<file path="src/msu_defs.svh">
`ifndef MSU_DEFS_SVH
`define MSU_DEFS_SVH
// Functional notes
// - client ack command 0x3 clears client flags
// - extend timeouts work only with low timeout
// - no slow clock request without low timeout
// - host debug halt stalls transaction one clock later (registered)
// - missing auto-baud stop bit flags an error
// - high-speed read NACK command forces STOP
// - collision aborts current USART transfer
// - address match flag cleared by one-write
// - smart mode data access clears data ready

// =====================================
// bus commands
`define MSU_CMD_NONE 2'h0
`define MSU_CMD_REPSTART 2'h1
`define MSU_CMD_NACK 2'h2
`define MSU_CMD_ACK 2'h3
`define MSU_CMD_STOP 2'h3

// =====================================
// flag positions
`define MSU_FLAG_W 10
`define MSU_FLAG_ADDR_MATCH 0
`define MSU_FLAG_DATA_READY 1
`define MSU_FLAG_STOP_RCVD 2
`define MSU_FLAG_SELECT_LOW 3
`define MSU_FLAG_LOW_TIMEOUT 4
`define MSU_FLAG_CLIENT_EXT 5
`define MSU_FLAG_HOST_EXT 6
`define MSU_FLAG_COLLISION 7
`define MSU_FLAG_FRAMING 8
`define MSU_FLAG_INCONS_SYNC 9
`define MSU_FLAGS_RESET 10'h000
`define MSU_CLIENT_FLAGS 10'h007

// =====================================
// values and counts
`define MSU_SYNC_BYTE 8'h55
`define MSU_PIN_IDLE 4'hF
`define MSU_LOW_TICKS 16'h0019
`define MSU_CLIENT_EXT_TICKS 16'h0019
`define MSU_HOST_EXT_TICKS 16'h000A
`define MSU_BAUD_RESET 16'h0010

`endif

</file>
<file path="src/msu_pkg.sv">
package msu_pkg;
	typedef enum logic [2:0] {
		MSU_MODE_USART = 3'h0,
		MSU_MODE_SPI_CLIENT = 3'h1,
		MSU_MODE_SPI_HOST = 3'h2,
		MSU_MODE_I2C_CLIENT = 3'h3,
		MSU_MODE_I2C_HOST = 3'h4
	} msu_mode_type;

	typedef enum logic [3:0] {
		MSU_RX_IDLE = 4'h1,
		MSU_RX_START = 4'h2,
		MSU_RX_DATA = 4'h4,
		MSU_RX_STOP = 4'h8
	} msu_rx_state_type;
endpackage

</file>
<file path="src/msu_sync.sv">
`timescale 1ns/1ps
module msu_sync #(
	parameter int WIDTH = 1,
	parameter logic [WIDTH-1:0] INIT = '0
) (
	input wire logic clock,
	input wire logic reset,
	input wire logic [WIDTH-1:0] async,
	output logic [WIDTH-1:0] synced
);
	logic [WIDTH-1:0] stage_r;

	always_ff @(posedge clock or posedge reset) begin
		if (reset) begin
			stage_r <= INIT;
			synced <= INIT;
		end else begin
			stage_r <= async;
			synced <= stage_r;
		end
	end
endmodule

</file>
<file path="src/multi_protocol_serial_unit.sv">
`timescale 1ns/1ps
`include "msu_defs.svh"
module multi_protocol_serial_unit #(
	parameter logic [15:0] LOW_TICKS = `MSU_LOW_TICKS,
	parameter logic [15:0] CLIENT_EXT_TICKS = `MSU_CLIENT_EXT_TICKS,
	parameter logic [15:0] HOST_EXT_TICKS = `MSU_HOST_EXT_TICKS
) (
	input wire logic clock,
	input wire logic reset,
	input wire msu_pkg::msu_mode_type mode,
	input wire logic enable,
	input wire logic debugActive,
	input wire logic haltInDebug,
	input wire logic sclLowTimeoutEnable,
	input wire logic clientExtendTimeoutEnable,
	input wire logic hostExtendTimeoutEnable,
	input wire logic slowTimeoutClock,
	output logic slowClockRequest,
	input wire logic cmdWrite,
	input wire logic [1:0] cmdValue,
	input wire logic ackActionBit,
	input wire logic highSpeed,
	input wire logic hostReading,
	input wire logic smartMode,
	input wire logic dataAccess,
	input wire logic [9:0] flagClearMask,
	input wire logic addressMatchEvent,
	input wire logic dataReadyEvent,
	output logic [9:0] flags,
	output logic clientAckStrobe,
	output logic clientAckNack,
	output logic hostNackStrobe,
	output logic hostStopStrobe,
	output logic hostRepStartStrobe,
	output logic hostStall,
	input wire logic sclIn,
	input wire logic sdaIn,
	input wire logic selectIn,
	input wire logic receiverEnable,
	input wire logic selectLowDetectEnable,
	input wire logic rxdIn,
	input wire logic autoBaudEnable,
	input wire logic [15:0] baudDivisor,
	input wire logic collisionDetectEnable,
	input wire logic txStart,
	input wire logic [7:0] txData,
	output logic txReady,
	output logic txdOut,
	output logic [7:0] rxData,
	output logic rxValid
);
	import msu_pkg::*;

	// =====================================
	// pin synchronisers and edges
	logic [3:0] pins;
	logic [3:0] prevPins_r;
	logic slowSync;
	logic slowPrev_r;
	logic scl, sda, sel, rxd;
	logic slowTick, startSeen, stopSeen, selFall, selArmed_r;
	logic isClient, isHost;

	msu_sync #(.WIDTH(4), .INIT(`MSU_PIN_IDLE)) pinSync (
		.clock(clock),
		.reset(reset),
		.async({sclIn, sdaIn, selectIn, rxdIn}),
		.synced(pins)
	);
	msu_sync #(.WIDTH(1), .INIT(1'h0)) slowSyncInst (
		.clock(clock),
		.reset(reset),
		.async(slowTimeoutClock),
		.synced(slowSync)
	);

	assign scl = pins[3];
	assign sda = pins[2];
	assign sel = pins[1];
	assign rxd = pins[0];
	assign isClient = enable && (mode == MSU_MODE_I2C_CLIENT);
	assign isHost = enable && (mode == MSU_MODE_I2C_HOST);
	assign slowTick = slowSync && !slowPrev_r;
	assign startSeen = scl && prevPins_r[3] && prevPins_r[2] && !sda;
	assign stopSeen = scl && prevPins_r[3] && !prevPins_r[2] && sda;
	assign selFall = selArmed_r && prevPins_r[1] && !sel;

	always_ff @(posedge clock or posedge reset) begin
		if (reset) begin
			prevPins_r <= `MSU_PIN_IDLE;
			slowPrev_r <= 1'b0;
		end else begin
			prevPins_r <= pins;
			slowPrev_r <= slowSync;
		end
	end

	// armed only a cycle after all enables, so a stale select level never fakes an edge
	always_ff @(posedge clock or posedge reset) begin
		if (reset) begin
			selArmed_r <= 1'b0;
		end else begin
			selArmed_r <= enable && (mode == MSU_MODE_SPI_CLIENT) && receiverEnable
				&& selectLowDetectEnable;
		end
	end

	// =====================================
	// scl low timeouts
	logic [15:0] lowCnt_r, extCnt_r;
	logic lowHit, clientExtHit, hostExtHit;

	assign slowClockRequest = enable && sclLowTimeoutEnable
		&& (isClient || isHost);
	assign lowHit = slowClockRequest && slowTick && !scl && (lowCnt_r == LOW_TICKS - 16'h1);
	assign clientExtHit = slowClockRequest && clientExtendTimeoutEnable && isClient
		&& slowTick && !scl && (extCnt_r == CLIENT_EXT_TICKS - 16'h1);
	assign hostExtHit = slowClockRequest && hostExtendTimeoutEnable && isHost
		&& slowTick && !scl && (extCnt_r == HOST_EXT_TICKS - 16'h1);

	always_ff @(posedge clock or posedge reset) begin
		if (reset) begin
			lowCnt_r <= 16'h0000;
			extCnt_r <= 16'h0000;
		end else if (!slowClockRequest || startSeen || stopSeen) begin
			lowCnt_r <= 16'h0000;
			extCnt_r <= 16'h0000;
		end else begin
			if (scl) begin
				lowCnt_r <= 16'h0000;
			end else if (slowTick && lowCnt_r != 16'hFFFF) begin
				lowCnt_r <= lowCnt_r + 16'h1;
			end
			if (!scl && slowTick && extCnt_r != 16'hFFFF) begin
				extCnt_r <= extCnt_r + 16'h1;
			end
		end
	end

	// =====================================
	// bus commands
	logic ackCmd, nackCmd;
	assign ackCmd = isClient && cmdWrite && (cmdValue == `MSU_CMD_ACK);
	assign nackCmd = isHost && cmdWrite && (cmdValue == `MSU_CMD_NACK);

	always_ff @(posedge clock or posedge reset) begin
		if (reset) begin
			clientAckStrobe <= 1'b0;
			clientAckNack <= 1'b0;
			hostNackStrobe <= 1'b0;
			hostStopStrobe <= 1'b0;
			hostRepStartStrobe <= 1'b0;
		end else begin
			clientAckStrobe <= ackCmd;
			if (ackCmd) begin
				clientAckNack <= ackActionBit;
			end
			hostNackStrobe <= nackCmd;
			hostStopStrobe <= (isHost && cmdWrite && cmdValue == `MSU_CMD_STOP)
				|| (nackCmd && highSpeed && hostReading);
			hostRepStartStrobe <= isHost && cmdWrite && (cmdValue == `MSU_CMD_REPSTART);
		end
	end

	always_ff @(posedge clock or posedge reset) begin
		if (reset) begin
			hostStall <= 1'b0;
		end else begin
			hostStall <= isHost && haltInDebug && debugActive;
		end
	end

	// =====================================
	// usart receiver
	msu_rx_state_type rxState_r;
	logic [15:0] rxCnt_r;
	logic [2:0] rxBits_r;
	logic [7:0] rxShift_r;
	logic syncExpect_r, autoPrev_r, stopCheck, framingSet, inconsSet;
	logic isUsart;

	assign isUsart = enable && (mode == MSU_MODE_USART);
	assign stopCheck = (rxState_r == MSU_RX_STOP) && (rxCnt_r == 16'h0000);
	assign inconsSet = stopCheck && syncExpect_r
		&& (!rxd || rxShift_r != `MSU_SYNC_BYTE);
	assign framingSet = stopCheck && !syncExpect_r && !rxd;

	always_ff @(posedge clock or posedge reset) begin
		if (reset) begin
			rxState_r <= MSU_RX_IDLE;
			rxCnt_r <= 16'h0000;
			rxBits_r <= 3'h0;
			rxShift_r <= 8'h00;
		end else if (!isUsart || !receiverEnable) begin
			rxState_r <= MSU_RX_IDLE;
		end else begin
			unique case (rxState_r)
				MSU_RX_IDLE: begin
					if (!rxd) begin
						rxState_r <= MSU_RX_START;
						rxCnt_r <= {1'b0, baudDivisor[15:1]};
					end
				end
				MSU_RX_START: begin
					if (rxCnt_r != 16'h0000) begin
						rxCnt_r <= rxCnt_r - 16'h1;
					end else if (rxd) begin
						rxState_r <= MSU_RX_IDLE;
					end else begin
						rxState_r <= MSU_RX_DATA;
						rxCnt_r <= baudDivisor;
						rxBits_r <= 3'h0;
					end
				end
				MSU_RX_DATA: begin
					if (rxCnt_r != 16'h0000) begin
						rxCnt_r <= rxCnt_r - 16'h1;
					end else begin
						rxShift_r <= {rxd, rxShift_r[7:1]};
						rxBits_r <= rxBits_r + 3'h1;
						rxCnt_r <= baudDivisor;
						if (rxBits_r == 3'h7) begin
							rxState_r <= MSU_RX_STOP;
						end
					end
				end
				MSU_RX_STOP: begin
					if (rxCnt_r != 16'h0000) begin
						rxCnt_r <= rxCnt_r - 16'h1;
					end else begin
						rxState_r <= MSU_RX_IDLE;
					end
				end
			endcase
		end
	end

	always_ff @(posedge clock or posedge reset) begin
		if (reset) begin
			syncExpect_r <= 1'b0;
			autoPrev_r <= 1'b0;
			rxData <= 8'h00;
			rxValid <= 1'b0;
		end else begin
			autoPrev_r <= autoBaudEnable;
			rxValid <= stopCheck && rxd && !inconsSet;
			if (stopCheck && rxd) begin
				rxData <= rxShift_r;
			end
			// a break re-arms the sync field check
			if (autoBaudEnable && (!autoPrev_r || framingSet)) begin
				syncExpect_r <= 1'b1;
			end else if (stopCheck || !autoBaudEnable) begin
				syncExpect_r <= 1'b0;
			end
		end
	end

	// =====================================
	// usart transmitter with collision abort
	logic txBusy_r;
	logic [9:0] txShift_r;
	logic [3:0] txBits_r;
	logic [15:0] txCnt_r;
	logic collide;

	assign txReady = isUsart && !txBusy_r;
	assign collide = txBusy_r && collisionDetectEnable
		&& (txCnt_r == {1'b0, baudDivisor[15:1]}) && (rxd != txdOut);

	always_ff @(posedge clock or posedge reset) begin
		if (reset) begin
			txBusy_r <= 1'b0;
			txShift_r <= 10'h3FF;
			txBits_r <= 4'h0;
			txCnt_r <= 16'h0000;
			txdOut <= 1'b1;
		end else if (collide || !isUsart) begin
			txBusy_r <= 1'b0;
			txdOut <= 1'b1;
		end else if (txStart && txReady) begin
			txBusy_r <= 1'b1;
			txShift_r <= {1'b1, txData, 1'b0};
			txBits_r <= 4'h0;
			txCnt_r <= baudDivisor;
			txdOut <= 1'b0;
		end else if (txBusy_r) begin
			if (txCnt_r != 16'h0000) begin
				txCnt_r <= txCnt_r - 16'h1;
			end else if (txBits_r == 4'h9) begin
				txBusy_r <= 1'b0;
				txdOut <= 1'b1;
			end else begin
				txBits_r <= txBits_r + 4'h1;
				txShift_r <= {1'b1, txShift_r[9:1]};
				txdOut <= txShift_r[1];
				txCnt_r <= baudDivisor;
			end
		end
	end

	// =====================================
	// interrupt flags, set wins over clear
	logic [9:0] flagSet, flagClr;

	always_comb begin
		flagSet = `MSU_FLAGS_RESET;
		flagSet[`MSU_FLAG_ADDR_MATCH] = isClient && addressMatchEvent;
		flagSet[`MSU_FLAG_DATA_READY] = isClient && dataReadyEvent;
		flagSet[`MSU_FLAG_STOP_RCVD] = isClient && stopSeen;
		flagSet[`MSU_FLAG_SELECT_LOW] = selFall;
		flagSet[`MSU_FLAG_LOW_TIMEOUT] = lowHit;
		flagSet[`MSU_FLAG_CLIENT_EXT] = clientExtHit;
		flagSet[`MSU_FLAG_HOST_EXT] = hostExtHit;
		flagSet[`MSU_FLAG_COLLISION] = collide;
		flagSet[`MSU_FLAG_FRAMING] = framingSet;
		flagSet[`MSU_FLAG_INCONS_SYNC] = inconsSet;
		flagClr = flagClearMask;
		if (ackCmd) begin
			flagClr = flagClr | `MSU_CLIENT_FLAGS;
		end
		if (smartMode && dataAccess) begin
			flagClr[`MSU_FLAG_DATA_READY] = 1'b1;
		end
	end

	always_ff @(posedge clock or posedge reset) begin
		if (reset) begin
			flags <= `MSU_FLAGS_RESET;
		end else begin
			flags <= (flags & ~flagClr) | flagSet;
		end
	end
endmodule

</file>
<file path="config.mk">
export PLATFORM = sky130hd
export DESIGN_NAME = multi_protocol_serial_unit
export DESIGN_NICKNAME = d
export VERILOG_FILES = /design/src/msu_pkg.sv /design/src/msu_sync.sv /design/src/multi_protocol_serial_unit.sv
export VERILOG_INCLUDE_DIRS = /design/src
export SDC_FILE = /design/constraint.sdc
export NUM_CORES = 1
export LEC_CHECK = 0
export ABC_AREA = 0
export BUFFER_PORTS_ARGS = -buffer_cell sky130_fd_sc_hd__buf_2
export CAP_MARGIN = 10
export CORE_MARGIN = 2
export CORE_UTILIZATION = 30
export CTS_CLUSTER_DIAMETER = 30
export CTS_CLUSTER_SIZE = 40
export DETAILED_ROUTE_END_ITERATION = 10
export GPL_TIMING_DRIVEN = 0
export PLACE_DENSITY_LB_ADDON = 0.15
export SLEW_MARGIN = 0
export SYNTH_ARGS = -nofsm -noshare
export SYNTH_HDL_FRONTEND = slang
export SYNTH_SLANG_ARGS = --single-unit
</file>
<file path="constraint.sdc">
create_clock -name clock -period 5.05 [get_ports clock]
set_input_delay 0.505 -clock clock [delete_from_list [all_inputs] [get_ports clock]]
set_output_delay 0.505 -clock clock [all_outputs]
set_load 0.02 [all_outputs]
</file>
==> impl_metrics.yaml, run 1 <==
power:
  vdd_ir_drop_max_v: 0.000179
  p_per_area_mw_per_mm2: 352
  p_leak_nw: 3.78
die:
  start_util_pct: 30.5
  fp.coreArea_sq_mm: 0.0233
  die_area_sq_mm: 0.0249
  dieWidth_um: 158
  die_h_um: 158
  row_count: 56
  ios: 93
synthesis:
  yosys.area_share.adder_pct: 2.29
  synthTopCellsByArea: "dfrtp_1, dfstp_2, nor2_1"
  ys_seq_elements: 135
  synth_edf_count: 0
  yosys.area_share.simple_pct: 22.3
  yosys_warnings: 0
  syn-mean-instance-area_sq_um: 9.94
  synth_xor_area_share_pct: 5.91
  synth_compound_area_share_pct: 14.9
  yosysTopAreaCellShare_pct: 40.1
  syn_inst: 715
  synth_seq_area_share_pct: 47.9
  synth_ff_type: "dfrtp_1"
  synth_cell_type_count: 72
  synth_top_family_by_area: "simple AND/OR/NAND/NOR gates"
  synth_mux_area_share_pct: 3.57
  post-synth-top-area-cell: "dfrtp_1"
  synth-async-reset-ratio_pct: 100
  synth_area_sq_mm: 0.00711
  synth_nets: 793
flow_run:
  cap_violations: 0
timing:
  setup_tns_ps: 0
  finClkSkew_ps: 9.84
  fin_crit_sh_pct: 65.1
  finalHoldViolations: 0
  slew_viol_final: 0
  rsz0062_at_grt: "no"
  setup_viol: 0
  worstMarginPinSlew_ps: 1020
  clock.fmax_mhz: 304
  slew_headroom_pct: 31.3
  period_minus_slack_ps: 3290
placement:
  io_buffers: 92
  postPlaceCellArea_sq_mm: 0.00801
  dp_hpwl_um: 13400
  globalplace.congestion: 0.856
clocking:
  cts_resized: 0
  clock_latency_ps: 430
  cts_root_buffer: "clkbuf_16"
  cts-hold-fix-buffers: 0
  clk_pin_slew_ps: 60
  cts_setup_buffers: 0
  cts_buffers: 17
  cts_sinks: 135
  cts-htree-levels: 4
  cts_max_path_buffers: 2
  cts_tree: "built"
setup_path:
  crit_path_top_delay_cell: "or4b_2"
  cp.required_ps: 5350
  start_kind: "flip-flop"
  worstPathMaxFanout: 10
  slowest_delay_ps: 640
  criticalPathCategory: "flip-flop to flip-flop"
  endpoint_kind: "flip-flop"
  worstPathCellList: "inv_1 > ha_1 > or4b_2 > nor4_4 > a31oi_1 > nand2_2 > inv_2 > mux2_1"
  worstPathArrival_ps: 3590
cells_and_area:
  num_antenna_cells: 0
  layout-drive-gt1-share_pct: 24.0
  fin_nets: 906
  final_cell_mix: "dfrtp_1, buf_2, nor2_1, nand2_1, o21ai_0"
  area_growth_pct: 21.4
  register_area_sq_mm: 0.00340
  final_common_cell: "dfrtp_1"
  multi_input_comb_area_sq_mm: 0.00348
  nFillCells: 2426
  final_area_sq_mm: 0.00863
outcome:
  status: "completed"
worst_hold_path:
  hold_path_class: "input pin to async pin"
detailed_routing:
  wl_um: 18900
  drc: 0
  firstDrtPassIters: 5
  final_antenna_net_count: 0
  avgRoutedWirePerCell_um: 16.3
  vias: 5852
  via_per_inst: 5.04
  drt_iter0_drc: 351
grt:
  grt_pass1_wl_um: 30800
  grt_use_total_pct: 15.8
  grt_pass1_vias: 5823
  grt-ovfl-total: 0
  grt_max_degree: 77
  antenna_found_initial: 0
-- registers in the layout, indices dropped and copies added, names as in the netlist, 8 cells and up --
register,flops
rxData,8
txCnt_r,16
rxShift_r,8
flags,10
lowCnt_r,16
extCnt_r,16
txShift_r,8
rxCnt_r,16
-- stage by stage --
stage	std cells	utilization, %	hold slack [ps]	power, mW	setup slack (ps)
global route	1160	37.0	155	3.19	1650
detailed placement	1128	34.3	342	1.73	1430
global placement	1126	34.1	342	1.74	-980
finish	1160	37.0	153	3.03	1760
CTS	1160	37.0	153	3.08	1790
floorplan	715	-	331	1.58	969
-- layout make-up --
cell class | instances | area share, %
buffer | 25 | 1.33
timing repair buffer | 94 | 5.72
multi-input combinational | 527 | 40.4
clock inverter | 15 | 2.26
sequential | 135 | 39.5
tap | 319 | 4.63
clock buffer | 17 | 4.93
inverter | 28 | 1.28
-- worst paths after layout --
path,slack [ps],cells past startpoint,start,end
min,150,2,reset,slowSyncInst.synced$_DFF_PP0_
max in group asynchronous,4080,3,reset,txShift_r[7]$_DFFE_PP1P_
max reg2reg,1760,8,txCnt_r[0]$_DFFE_PP0P_,txCnt_r[1]$_DFFE_PP0P_
max,1760,8,txCnt_r[0]$_DFFE_PP0P_,txCnt_r[1]$_DFFE_PP0P_
min reg2reg,350,0,slowSyncInst.stage_r$_DFF_PP0_,slowSyncInst.synced$_DFF_PP0_
min in group clock,180,1,sclIn,pinSync.stage_r[3]$_DFF_PP1_
-- routing by layer --
layer  wire length (um)  global-route usage, %
met1               9090                   21.9
met3               1050                   3.91
met2               8450                   24.2
met5                  0                      0
met4                264                   5.54
-- worst max-delay path: cells and delay by family (launching register included) --
| family | cells | cell delay [ps] |
|---|---|---|
| AND/OR/NAND/NOR | 3 | 1450 |
| flip-flops | 1 | 440 |
| AO/OA/AOI/OAI | 1 | 400 |
| multiplexers | 1 | 330 |
| buffers and inverters | 2 | 300 |
| adder cells (fa/ha/maj) | 1 | 220 |
-- Yosys cell counts (7+ instances only) --
| cell | count |
|---|---|
| dfrtp_1 | 114 |
| nor2_1 | 73 |
| nand2_1 | 49 |
| o21ai_0 | 39 |
| a21oi_1 | 28 |
| nand3_1 | 28 |
| xor2_1 | 27 |
| inv_1 | 26 |
| nor3_1 | 22 |
| dfstp_2 | 21 |
| xnor2_1 | 21 |
| clkbuf_1 | 18 |
| mux2_2 | 18 |
| nand4_1 | 18 |
| nor4_1 | 16 |
| ha_1 | 13 |
| nand2b_1 | 13 |
| a22o_1 | 12 |
| a22oi_1 | 11 |
| and3_1 | 10 |
| a31oi_1 | 9 |
| o221a_2 | 7 |
-- cells by family after synthesis --
kind of cell | after synthesis
flops | 135
buf+inv | 53
compound gates | 155
mux | 23
fa+ha+maj | 13
xor+xnor | 48
simple gates | 288
-- report_power, final --
part           switching, mW  total [mW]  internal [mW]
registers             0.0961        1.27           1.17
logic                  0.266       0.456          0.190
clock network          0.523        1.31          0.789
No activity file was read; power rests on OpenSTA's default activity.
==> inputs of run 2 (changes only) <==
clock period = 2.7 ns   (was 5.05 ns; I/O delays follow)
==> impl_metrics.yaml, run 2 (same netlist as run 1, synthesis figures left out) <==
detailed_routing:
  drc: 0
  firstDrtPassIters: 4
  wl_um: 19100
  vias: 6003
  via_per_inst: 5.09
  drt_iter0_drc: 366
  avgRoutedWirePerCell_um: 16.2
  final_antenna_net_count: 0
power:
  vdd_ir_drop_max_v: 0.000371
  p_per_area_mw_per_mm2: 643
  p_leak_nw: 3.90
clocking:
  cts_tree: "built"
  cts_max_path_buffers: 2
  cts_buffers: 17
  cts_sinks: 135
  cts-htree-levels: 4
  clk_pin_slew_ps: 70
  clock_latency_ps: 420
  cts_root_buffer: "clkbuf_16"
cells_and_area:
  nFillCells: 2352
  final_cell_mix: "dfrtp_1, buf_2, nor2_1, nand2_1, o21ai_0"
  area_growth_pct: 25.1
  final_common_cell: "dfrtp_1"
  layout-drive-gt1-share_pct: 26.2
  final_cells: 1179
  num_antenna_cells: 0
  fin_nets: 925
setup_path:
  endpoint_kind: "flip-flop"
  worstPathMaxFanout: 10
  crit_path_top_delay_cell: "or4_4"
  slowest_delay_ps: 580
  worstPathCellList: "or4_4 > or3_4 > or2_4 > o2111a_1 > buf_6 > buf_6 > a22o_1"
  start_kind: "flip-flop"
  criticalPathCategory: "flip-flop to flip-flop"
  worstPathArrival_ps: 2920
  cp_common_cell: "buf_6"
  cp.required_ps: 3010
grt:
  grt_pass1_wl_um: 30700
  grt_pass1_vias: 5855
  grt-ovfl-total: 0
  grt_max_degree: 34
  grt_use_total_pct: 15.8
  antenna_found_initial: 0
timing:
  slew_viol_final: 0
  clock.fmax_mhz: 384
  fin_crit_sh_pct: 96.4
  finalHoldViolations: 0
  finClkSkew_ps: 9.62
  worstMarginPinSlew_ps: 934
  timing.hold.ws_ps: 28.1
  slew_headroom_pct: 37.6
  period_minus_slack_ps: 2600
  setup_viol: 0
placement:
  io_buffers: 92
  globalplace.congestion: 0.820
  dp_hpwl_um: 13600
  dp_cells: 1131
outcome:
  status: "completed"
die:
  die_area_sq_mm: 0.0249
  ios: 93
  fp.coreArea_sq_mm: 0.0233
  row_count: 56
  dieWidth_um: 158
  die_h_um: 158
  start_util_pct: 30.5
worst_hold_path:
  hold_path_class: "input pin to flip-flop"
flow_run:
  cap_violations: 0
run 2: changes by cell type in the layout (fill, tap and decap cells not counted), moves of 2 or more:
| cell | before | now |
|---|---|---|
| buf_4 | 0 | 9 |
| dlygate4sd3_1 | 0 | 9 |
| buf_12 | 0 | 4 |
| buf_2 | 98 | 94 |
| clkbuf_1 | 18 | 14 |
| clkbuf_2 | 0 | 4 |
| dfrtp_1 | 114 | 111 |
| dfrtp_2 | 0 | 3 |
| buf_6 | 2 | 4 |
run 2: per-stage QoR:
step                      total power, mW  util (%)  area (sq um)  setup WS [ps]  TNS [ps]
after floorplan                      2.96         -          7110            105         0
after global placement               3.25      34.2          7970           -700    -46760
after detailed placement             3.25      34.5          8060           -610     -9810
after CTS                            5.76      37.8          8830          0.707         0
after global routing                 6.02      38.1          8890          -6.73     -10.6
final                                5.72      38.1          8890           96.3         0
run 2: final timing paths:
check / start / to / slack, ps / depth (start not counted)
worst max-delay path: rxCnt_r[10]$_DFFE_PP0P_ / rxCnt_r[6]$_DFFE_PP0P_ / 100 / 7
worst min-delay path: flagClearMask[5] / flags[5]$_DFF_PP0_ / 30 / 2
worst max register to register: rxCnt_r[10]$_DFFE_PP0P_ / rxCnt_r[6]$_DFFE_PP0P_ / 100 / 7
worst min register to register: slowSyncInst.stage_r$_DFF_PP0_ / slowSyncInst.synced$_DFF_PP0_ / 350 / 0
max in group asynchronous: reset / pinSync.stage_r[1]$_DFF_PP1_ / 1020 / 7
min in group asynchronous: reset / flags[8]$_DFF_PP0_ / 390 / 3
run 2: final cells by class:
| type | instances | area (sq um) | share of cell area [%] |
|---|---|---|---|
| multi-input combinational | 527 | 3530 | 39.7 |
| timing repair buffer | 114 | 696 | 7.82 |
| inverter | 28 | 109 | 1.22 |
| clock buffer | 17 | 425 | 4.78 |
| tap | 319 | 399 | 4.49 |
| buffer | 24 | 130 | 1.46 |
| clock inverter | 15 | 190 | 2.14 |
| sequential | 135 | 3410 | 38.3 |
run 2: timing repair:
| item | in CTS | in global routing |
|---|---|---|
| resized for setup | 11 | 13 |
| hold buffers | 9 | 0 |
| setup buffers | 3 | 5 |
| pin swaps | 2 | 1 |
| hold endpoints to repair | 22 | 0 |
| endpoints found under the setup margin | 36 | 59 |
run 2: report_power, final:
group          internal [mW]  switching (mW)
combinational          0.396           0.517
clock                   1.47           0.971
sequential              2.19           0.174
total                   4.06            1.66
run 2: critical path, delay by kind of cell (launching register included):
| kind | cells | cell delay (ps) |
|---|---|---|
| AO/OA/AOI/OAI | 2 | 470 |
| AND/OR/NAND/NOR | 3 | 1290 |
| flip-flops | 1 | 440 |
| buffers and inverters | 2 | 300 |
run 2: metal layers:
layer,vias to the layer above,track usage [%],routed length [um]
li1,2888,-,-
met1,2939,21.1,9040
met2,154,24.8,8750
met3,22,4.00,964
met4,0,5.63,294
met5,-,0,0
